==> src/rss_pkg.sv <==
// shared constants and types for the reset source sequencer
package rss_pkg;

	// clock
	localparam int unsigned CLK_MHZ = 50;

	// timing, figures in nanoseconds
	localparam int unsigned POR_HOLD_NS = 22000000;
	localparam int unsigned PIN_DONE_NS = 1000;
	localparam int unsigned SOFT_RST_NS = 2000;
	localparam int unsigned PHY_RST_NS = 100000;
	localparam int unsigned WAKE_MAX_NS = 2000000;
	localparam int unsigned WAKE_SETTLE_NS = 1000;

	// cycle counts, least times rounded up
	localparam int unsigned POR_HOLD_CYC = (POR_HOLD_NS * CLK_MHZ + 999) / 1000;
	localparam int unsigned PIN_DONE_CYC = (PIN_DONE_NS * CLK_MHZ + 999) / 1000;
	localparam int unsigned SOFT_RST_CYC = (SOFT_RST_NS * CLK_MHZ + 999) / 1000;
	localparam int unsigned PHY_RST_CYC = (PHY_RST_NS * CLK_MHZ + 999) / 1000;
	// longest time, rounded down; the settle time must stay below it
	localparam int unsigned WAKE_MAX_CYC = (WAKE_MAX_NS * CLK_MHZ) / 1000;
	localparam int unsigned WAKE_SETTLE_CYC = (WAKE_SETTLE_NS * CLK_MHZ + 999) / 1000;

	// widths
	localparam int unsigned CNT_W = 21;
	localparam int unsigned PHY_CNT_W = 13;
	localparam int unsigned STRAP_W = 8;

	// field positions of the self-clearing bits in their registers
	localparam int unsigned SW_RESET_BIT_POS = 0;
	localparam int unsigned PHY_RST_BIT_POS = 10;
	localparam int unsigned PHY_BCR_RST_BIT_POS = 15;
	localparam int unsigned EEPROM_BUSY_BIT_POS = 31;

	// reset values
	localparam logic [STRAP_W-1:0] STRAP_RST = 8'h00;
	localparam logic [CNT_W-1:0] CNT_RST = 21'h000000;
	localparam logic [PHY_CNT_W-1:0] PHY_CNT_RST = 13'h0000;

	typedef enum logic [2:0] {
		RSS_POR,
		RSS_PIN_HELD,
		RSS_PIN_DONE,
		RSS_SOFT,
		RSS_RUN,
		RSS_SLEEP,
		RSS_WAKE
	} rss_state_e;

	// reset lines to the internal circuits, active high
	typedef struct packed {
		logic pll;
		logic host_bus_interface;
		logic soft_reset_immune;
		logic mii;
		logic mac;
		logic phy;
	} rss_domain_rst_s;

	// self-clearing control bits as software sees them
	typedef struct packed {
		logic software_reset_bit;
		logic phy_rst_bit;
		logic phy_bcr_rst_bit;
		logic eeprom_busy_flag;
	} rss_ctl_bits_s;

	typedef struct packed {
		rss_state_e state;
		logic [CNT_W-1:0] cnt;
		logic [PHY_CNT_W-1:0] phy_cnt;
		logic [2:0] pin_sync;
		logic pin_lvl;
		logic [STRAP_W-1:0] strap_s1;
		logic [STRAP_W-1:0] strap_s2;
		logic [STRAP_W-1:0] strap_s3;
		logic [STRAP_W-1:0] strap_lvl;
		logic [STRAP_W-1:0] straps;
		rss_ctl_bits_s ctl;
		rss_domain_rst_s rst;
		logic ready;
		logic power_saving;
		logic mac_addr_reload;
		logic strap_latch;
		logic eeprom_probe_start;
		logic link_wait;
	} rss_state_s;

endpackage

==> src/rss_reset_source_sequencer.sv <==
// reset source sequencer: five reset sources, ready flag, eeprom probe
`timescale 1ns/1ps

module rss_reset_source_sequencer #(
	parameter int unsigned POR_HOLD_CYCLES = rss_pkg::POR_HOLD_CYC,
	parameter int unsigned PHY_RST_CYCLES = rss_pkg::PHY_RST_CYC,
	parameter int unsigned WAKE_SETTLE_CYCLES = rss_pkg::WAKE_SETTLE_CYC
) (
	// clock and power-on reset
	input wire logic mclk,
	input wire logic rst_n,
	// pins from outside the clock domain
	input wire logic hw_reset_pin_n,
	input wire logic [rss_pkg::STRAP_W-1:0] strap_pins,
	// register write strobes from the host bus interface, one-cycle pulses
	input wire logic sw_reset_wr,
	input wire logic sw_reset_wdata,
	input wire logic phy_rst_wr,
	input wire logic phy_rst_wdata,
	input wire logic phy_bcr_rst_wr,
	input wire logic phy_bcr_rst_wdata,
	input wire logic byte_test_wr,
	input wire logic sleep_req,
	// status from on-chip logic
	input wire logic eeprom_probe_done,
	input wire logic phy_link_up,
	// reset lines and sequencing outputs
	output rss_pkg::rss_domain_rst_s domain_rst,
	output rss_pkg::rss_ctl_bits_s ctl_bits,
	output logic ready,
	output logic power_saving,
	output logic mac_addr_reload,
	output logic strap_latch,
	output logic [rss_pkg::STRAP_W-1:0] straps,
	output logic eeprom_probe_start,
	output logic tx_hold
);

	rss_pkg::rss_state_s st_r;
	rss_pkg::rss_state_s st_nxt;

	localparam logic [rss_pkg::CNT_W-1:0] POR_LAST = rss_pkg::CNT_W'(POR_HOLD_CYCLES - 1);
	localparam logic [rss_pkg::CNT_W-1:0] PIN_LAST =
		rss_pkg::CNT_W'(rss_pkg::PIN_DONE_CYC - 1);
	localparam logic [rss_pkg::CNT_W-1:0] SOFT_LAST =
		rss_pkg::CNT_W'(rss_pkg::SOFT_RST_CYC - 1);
	localparam logic [rss_pkg::CNT_W-1:0] WAKE_LAST = rss_pkg::CNT_W'(WAKE_SETTLE_CYCLES - 1);
	localparam logic [rss_pkg::PHY_CNT_W-1:0] PHY_LAST =
		rss_pkg::PHY_CNT_W'(PHY_RST_CYCLES - 1);

	// which circuits each state keeps in reset
	function automatic rss_pkg::rss_domain_rst_s domains_for(
		input rss_pkg::rss_state_e s,
		input logic phy_soft
	);
		rss_pkg::rss_domain_rst_s d;
		d = '0;
		case (s)
			rss_pkg::RSS_POR, rss_pkg::RSS_PIN_HELD, rss_pkg::RSS_PIN_DONE:
			begin
				d = '1;
			end
			rss_pkg::RSS_SOFT:
			begin
				d.host_bus_interface = 1'b1;
				d.mii = 1'b1;
				d.mac = 1'b1;
				d.phy = phy_soft;
			end
			default:
			begin
				d.phy = phy_soft;
			end
		endcase
		return d;
	endfunction

	function automatic logic full_reset(input rss_pkg::rss_state_e s);
		return (s == rss_pkg::RSS_POR) || (s == rss_pkg::RSS_PIN_HELD) ||
			(s == rss_pkg::RSS_PIN_DONE);
	endfunction

	always_comb
	begin
		st_nxt = st_r;
		st_nxt.mac_addr_reload = 1'b0;
		st_nxt.strap_latch = 1'b0;
		st_nxt.eeprom_probe_start = 1'b0;

		// pin synchronisers; a change counts once stages two and three agree
		st_nxt.pin_sync = {st_r.pin_sync[1:0], hw_reset_pin_n};
		if (st_r.pin_sync[1] == st_r.pin_sync[2])
		begin
			st_nxt.pin_lvl = st_r.pin_sync[2];
		end
		st_nxt.strap_s1 = strap_pins;
		st_nxt.strap_s2 = st_r.strap_s1;
		st_nxt.strap_s3 = st_r.strap_s2;
		for (int i = 0; i < rss_pkg::STRAP_W; i++)
		begin
			if (st_r.strap_s2[i] == st_r.strap_s3[i])
			begin
				st_nxt.strap_lvl[i] = st_r.strap_s3[i];
			end
		end

		st_nxt.cnt = st_r.cnt + rss_pkg::CNT_W'(1);

		// eeprom probe completion; a probe start in this cycle wins below
		if (eeprom_probe_done)
		begin
			st_nxt.ctl.eeprom_busy_flag = 1'b0;
		end

		case (st_r.state)
			rss_pkg::RSS_POR:
			begin
				st_nxt.ready = 1'b0;
				if (st_r.cnt == POR_LAST)
				begin
					st_nxt.state = rss_pkg::RSS_RUN;
				end
			end
			rss_pkg::RSS_PIN_HELD:
			begin
				st_nxt.ready = 1'b0;
				st_nxt.cnt = rss_pkg::CNT_RST;
				if (st_r.pin_lvl)
				begin
					st_nxt.state = rss_pkg::RSS_PIN_DONE;
				end
			end
			rss_pkg::RSS_PIN_DONE:
			begin
				if (st_r.cnt == PIN_LAST)
				begin
					st_nxt.state = rss_pkg::RSS_RUN;
				end
			end
			rss_pkg::RSS_SOFT:
			begin
				if (st_r.cnt == SOFT_LAST)
				begin
					st_nxt.state = rss_pkg::RSS_RUN;
					st_nxt.ctl.software_reset_bit = 1'b0;
				end
			end
			rss_pkg::RSS_RUN:
			begin
				st_nxt.cnt = rss_pkg::CNT_RST;
				if (sw_reset_wr && sw_reset_wdata)
				begin
					st_nxt.state = rss_pkg::RSS_SOFT;
					st_nxt.ctl.software_reset_bit = 1'b1;
					st_nxt.ready = 1'b0;
				end
				else if (sleep_req)
				begin
					st_nxt.state = rss_pkg::RSS_SLEEP;
					st_nxt.ready = 1'b0;
					st_nxt.power_saving = 1'b1;
				end
			end
			rss_pkg::RSS_SLEEP:
			begin
				st_nxt.cnt = rss_pkg::CNT_RST;
				// any data value wakes; other writes are not expected here
				if (byte_test_wr)
				begin
					st_nxt.state = rss_pkg::RSS_WAKE;
				end
			end
			rss_pkg::RSS_WAKE:
			begin
				if (st_r.cnt == WAKE_LAST)
				begin
					st_nxt.state = rss_pkg::RSS_RUN;
					st_nxt.ready = 1'b1;
					st_nxt.power_saving = 1'b0;
				end
			end
			default:
			begin
				st_nxt.state = rss_pkg::RSS_POR;
				st_nxt.cnt = rss_pkg::CNT_RST;
			end
		endcase

		// end of a full or software reset: reload, probe, ready
		if ((st_nxt.state == rss_pkg::RSS_RUN) &&
			((st_r.state == rss_pkg::RSS_POR) || (st_r.state == rss_pkg::RSS_PIN_DONE) ||
			(st_r.state == rss_pkg::RSS_SOFT)))
		begin
			st_nxt.ready = 1'b1;
			st_nxt.mac_addr_reload = 1'b1;
			st_nxt.eeprom_probe_start = 1'b1;
			st_nxt.ctl.eeprom_busy_flag = 1'b1;
			if (st_r.state != rss_pkg::RSS_SOFT)
			begin
				st_nxt.strap_latch = 1'b1;
				st_nxt.straps = st_r.strap_lvl;
			end
		end

		// phy-only resets share one timer; a second request restarts it
		st_nxt.phy_cnt = st_r.phy_cnt + rss_pkg::PHY_CNT_W'(1);
		if (st_r.ctl.phy_rst_bit || st_r.ctl.phy_bcr_rst_bit)
		begin
			if (st_r.phy_cnt == PHY_LAST)
			begin
				st_nxt.ctl.phy_rst_bit = 1'b0;
				st_nxt.ctl.phy_bcr_rst_bit = 1'b0;
			end
		end
		else
		begin
			st_nxt.phy_cnt = rss_pkg::PHY_CNT_RST;
		end
		if (phy_rst_wr && phy_rst_wdata)
		begin
			st_nxt.ctl.phy_rst_bit = 1'b1;
			st_nxt.phy_cnt = rss_pkg::PHY_CNT_RST;
		end
		if (phy_bcr_rst_wr && phy_bcr_rst_wdata)
		begin
			st_nxt.ctl.phy_bcr_rst_bit = 1'b1;
			st_nxt.phy_cnt = rss_pkg::PHY_CNT_RST;
		end

		// pin held low overrides everything else but the reload, probe and strap pulses set above
		if (!st_r.pin_lvl)
		begin
			st_nxt.state = rss_pkg::RSS_PIN_HELD;
			st_nxt.cnt = rss_pkg::CNT_RST;
			st_nxt.ready = 1'b0;
			st_nxt.power_saving = 1'b0;
			st_nxt.ctl = '0;
			st_nxt.phy_cnt = rss_pkg::PHY_CNT_RST;
		end
		else if (full_reset(st_r.state))
		begin
			// the whole phy is reset anyway; writes during full reset are dropped
			st_nxt.ctl.phy_rst_bit = 1'b0;
			st_nxt.ctl.phy_bcr_rst_bit = 1'b0;
			st_nxt.ctl.software_reset_bit = 1'b0;
			st_nxt.phy_cnt = rss_pkg::PHY_CNT_RST;
		end

		st_nxt.rst = domains_for(st_nxt.state,
			st_nxt.ctl.phy_rst_bit | st_nxt.ctl.phy_bcr_rst_bit);

		// transmit stays held from any phy reset until the link is up again
		if (st_nxt.rst.phy)
		begin
			st_nxt.link_wait = 1'b1;
		end
		else if (phy_link_up)
		begin
			st_nxt.link_wait = 1'b0;
		end
	end

	always_ff @(posedge mclk)
	begin
		if (!rst_n)
		begin
			st_r.state <= rss_pkg::RSS_POR;
			st_r.cnt <= rss_pkg::CNT_RST;
			st_r.phy_cnt <= rss_pkg::PHY_CNT_RST;
			st_r.pin_sync <= 3'h7;
			st_r.pin_lvl <= 1'b1;
			st_r.strap_s1 <= rss_pkg::STRAP_RST;
			st_r.strap_s2 <= rss_pkg::STRAP_RST;
			st_r.strap_s3 <= rss_pkg::STRAP_RST;
			st_r.strap_lvl <= rss_pkg::STRAP_RST;
			st_r.straps <= rss_pkg::STRAP_RST;
			st_r.ctl <= '0;
			st_r.rst <= '1;
			st_r.ready <= 1'b0;
			st_r.power_saving <= 1'b0;
			st_r.mac_addr_reload <= 1'b0;
			st_r.strap_latch <= 1'b0;
			st_r.eeprom_probe_start <= 1'b0;
			st_r.link_wait <= 1'b1;
		end
		else
		begin
			st_r <= st_nxt;
		end
	end

	// ready is a plain flop output, never gated by bus activity
	assign ready = st_r.ready;
	assign domain_rst = st_r.rst;
	assign ctl_bits = st_r.ctl;
	assign power_saving = st_r.power_saving;
	assign mac_addr_reload = st_r.mac_addr_reload;
	assign strap_latch = st_r.strap_latch;
	assign straps = st_r.straps;
	assign eeprom_probe_start = st_r.eeprom_probe_start;
	assign tx_hold = st_r.link_wait;

endmodule // rss_reset_source_sequencer

==> config.mk <==
export PLATFORM = sky130hd
export DESIGN_NAME = rss_reset_source_sequencer
export DESIGN_NICKNAME = d
export VERILOG_FILES = /design/src/rss_pkg.sv /design/src/rss_reset_source_sequencer.sv
export SDC_FILE = /design/constraint.sdc
export NUM_CORES = 1
export LEC_CHECK = 0
export ABC_AREA = 1
export BUFFER_PORTS_ARGS = -buffer_cell sky130_fd_sc_hd__clkbuf_2
export CORE_ASPECT_RATIO = 0.8
export CORE_UTILIZATION = 55
export CTS_BUF_LIST = sky130_fd_sc_hd__clkbuf_4 sky130_fd_sc_hd__clkbuf_8
export CTS_CLUSTER_DIAMETER = 200
export DETAILED_ROUTE_END_ITERATION = 10
export HOLD_SLACK_MARGIN = 0.12
export PLACE_DENSITY = 0.75
export SYNTH_ARGS = -nofsm -noshare
export SYNTH_HDL_FRONTEND = slang
export SYNTH_SLANG_ARGS = --single-unit
==> constraint.sdc <==
create_clock -name mclk -period 1.5 [get_ports mclk]
set_input_delay 0.075 -clock mclk [delete_from_list [all_inputs] [get_ports mclk]]
set_output_delay 0.075 -clock mclk [all_outputs]
set_load 0.01 [all_outputs]
==> results.json <==
{
  "status": "complete, but fails checks",
  "violations": "negative setup slack",
  "drv_slew": 0,
  "p_int_uw": 3258,
  "grt_max_degree": 43,
  "io_pins": 45,
  "avgSynthCellArea_um2": 7.315,
  "wl_per_cell_um": 14.12,
  "path_max_fanout": 5,
  "clkPwrFrac_pct": 37.7,
  "clk_latency_ns": 0.38,
  "syn_area_um2": 4104,
  "firstDrtPassIters": 7,
  "finalNonFillerCells": 785,
  "grt_pass1_wl_um": 15790,
  "r2r_slack_ns": -0.44,
  "hold_class": "input port to flop",
  "hold_viol": 0,
  "drc": 0,
  "synthArstFlopShare_pct": 0,
  "max_stage_delay_ns": 0.37,
  "slew_headroom_pct": 73.92,
  "ff_latch_area_um2": 1887,
  "synth_fp_nets": 585,
  "via_per_inst": 5.260,
  "die_w_um": 98.58,
  "final_nets": 717,
  "postLayoutSetupSlackWorst_ns": -0.4361,
  "dieArea_um2": 7813,
  "path_buf_inv": 2,
  "setup_viol": 28,
  "max_freq_ghz": 0.5165,
  "core_region_area_um2": 7061,
  "p_seq_share_pct": 57.3,
  "die_height_um": 79.26,
  "seq_area_frac_synth_pct": 45.37,
  "port-buffer-count": 44,
  "ys_top_cells_by_area": "dfxtp_1 45%, nand2_1 9.5%, inv_1 9.3%",
  "synth_top_cell_area_share_pct": 45.37,
  "vias": 4129,
  "dp_cells": 735,
  "final_util_pct": 80.26,
  "p_switching_uw": 1148,
  "synth_cell_types": 35,
  "cts.htree.levels": 3,
  "period_needed_ns": 1.936,
  "dp_hpwl_um": 6569,
  "fillCellCount": 431,
  "dominantRegCellSynth": "dfxtp_1",
  "start_util_pct": 58.13,
  "start_kind": "flop",
  "cap_violations": 0,
  "fin_setup_tns_ns": -5.560,
  "clk_path_buf_depth": 2,
  "cp_top_family": "simple AND/OR/NAND/NOR gates",
  "drive_gt1_share_pct": 35.10,
  "vdd_drop_max_mv": 0.6490,
  "endpoint_kind": "flop",
  "path_cells": "ha_4, inv_2, nor2_1, nand2_1, nor2_2, nand3_2, nand2_4, nand3_4, buf_4, nor2_4, nand4_1, nand2_1, nor2_1",
  "syn_inst": 561,
  "fin_skew_ns": 0.009842,
  "yosys.area.top_type": "dfxtp_1",
  "routed_wirelength_um": 11090,
  "synth_edf_count": 0,
  "critPathRequiredTime_ns": 1.77,
  "cts_tree": "yes",
  "power_leakage_uw": 0.002759,
  "area_growth_pct": 38.08,
  "antenna_found_initial": 0,
  "sw_frac_of_total_pct": 26.07,
  "ys_warn_count": 0,
  "multi_input_area_um2": 2013,
  "numClockSinks": 93,
  "cts_root_buffer": "clkbuf_8",
  "path_class": "flop to flop",
  "cts_buffers": 9,
  "p_comb_share_pct": 5.1,
  "clkTransAtPathRegs_ns": 0.10,
  "arrival_ns": 2.21,
  "rsz0062_at_grt": "yes",
  "synth_seq_cells": 93,
  "antenna_left": 0,
  "pwr_density_cell_nw_per_um2": 777.5,
  "hold_ws_ns": 0.1156,
  "rows": 27,
  "critPathSlowestCell": "dfxtp_2",
  "grtUsageTotal_pct": 25.71,
  "diodes": 0,
  "overflow": 0,
  "place_congestion": 0.8629,
  "fin_crit_sh_pct": 129.1,
  "worstMarginPinSlew_ns": 0.3913,
  "first_global_vias": 3724,
  "finalPower_uw": 4406,
  "drtIter0Drc": 360
}
==> logic make-up (layout without fill, tap and decap cells) <==
family          count (synthesis)  after routing  share of synthesized area [%]
flops                          93             93                          45.37
buf+inv                       135            269                          14.27
fa+ha+maj                       3              3                         0.9147
simple gates                  260            263                          29.82
xor+xnor                        5              5                          1.067
compound gates                 65             65                          8.567
==> cell type report <==
class | count | share of cell area [%]
multi-input cells | 336 | 35.53
flip-flops and latches | 93 | 33.30
repair buffers | 145 | 18.68
inverters | 108 | 7.154
clock buffers | 9 | 2.186
well taps | 87 | 1.921
clock inverters | 7 | 1.236
==> synthesized netlist by cell type (2+ instances only) <==
master      n
a21oi_1    32
ha_1        3
nor3_1     14
xor2_1      4
o21a_1      4
inv_1     102
nor4_1      5
nor3b_1     2
nand4_1    16
nand2_1   104
nor2_1     75
nor2_2      8
dfxtp_1    93
nand2_2     3
clkbuf_1    6
o21ai_0    23
buf_4      21
nand3_4     3
nand3_2     2
inv_2       5
nand3_1    19
or2_2       4
==> cells in the final DEF (no fill, tap or decap), types with 2 or more instances in the layout <==
cell type,Yosys,layout
a21oi_1,32,26
a21oi_2,0,6
buf_12,0,2
buf_4,21,80
buf_6,0,6
clkbuf_2,0,44
clkbuf_8,0,9
clkinv_4,0,2
dfxtp_1,93,81
dfxtp_2,0,8
dfxtp_4,0,4
dlygate4sd3_1,0,13
ha_4,0,2
inv_1,102,94
inv_2,5,13
inv_8,0,2
nand2_1,104,97
nand2_2,3,6
nand2_4,0,4
nand3_1,19,13
nand3_2,2,5
nand3_4,3,8
nand4_1,16,16
nor2_1,75,67
nor2_2,8,10
nor2_4,0,7
nor3_1,14,8
nor3_2,1,2
nor3_4,1,6
nor4_2,0,3
nor4_4,1,2
o21a_1,4,4
o21ai_0,23,16
o21ai_1,1,6
o21ai_2,0,2
or2_2,4,4
xor2_1,4,4
==> power by group through the flow <==
stage	registers, µW	logic [µW]	clock network (µW)
CTS	2520	201	1670
global placement	2580	167	0
detailed placement	2580	171	0
floorplan	2580	90.9	0
finish	2520	223	1660
global route	2530	245	1790
==> what timing repair did <==
action,4_1_cts,5_1_grt
hold endpoints to repair,12,0
resized for setup,37,58
hold buffers,13,0
setup endpoints to repair,46,49
pin swaps,24,31
gates cloned,2,1
setup buffers,9,11
==> worst paths after layout <==
path	startpoint	to	depth (start not counted)
setup / recovery	st_r[74]	straps[4]	13
hold / removal	phy_bcr_rst_wr	ctl_bits[1]	5
setup reg to reg	st_r[74]	straps[4]	13
hold reg to reg	st_nxt[41]	st_nxt[33]	2
==> worst reg2reg max path, cell delays in order (launching register included) <==
cell,delay (ns)
dfxtp_2,0.37
ha_4,0.15
inv_2,0.03
nor2_1,0.09
nand2_1,0.08
nor2_2,0.15
nand3_2,0.12
nand2_4,0.12
nand3_4,0.12
buf_4,0.17
nor2_4,0.13
nand4_1,0.11
nand2_1,0.12
nor2_1,0.08
==> stage by stage <==
stage,worst slack (ns),cell area (µm²)
finish,-0.4361,5667
detailed placement,-0.2881,4845
CTS,-0.2329,5359
floorplan,-0.07889,4145
global route,-0.5453,5667
global placement,-0.1888,4845
==> sequential cells by signal, indices dropped and copies added (netlist names) <==
name	flops
st_nxt	18
straps	8
strap_latch	1
ready	1
mac_addr_reload	1
power_saving	1
ctl_bits	4
st_r	55
domain_rst	3
tx_hold	1
==> layer usage <==
metal	share of wire (%)	global-route usage (%)	vias to the layer above
met1	41	29.55	1879
met3	6.9	6.514	57
met4	3.9	10.00	0
li1	-	-	2004
met2	48	46.20	189
met5	0	0	-
Note: power is estimated with default switching activity, not from simulation.
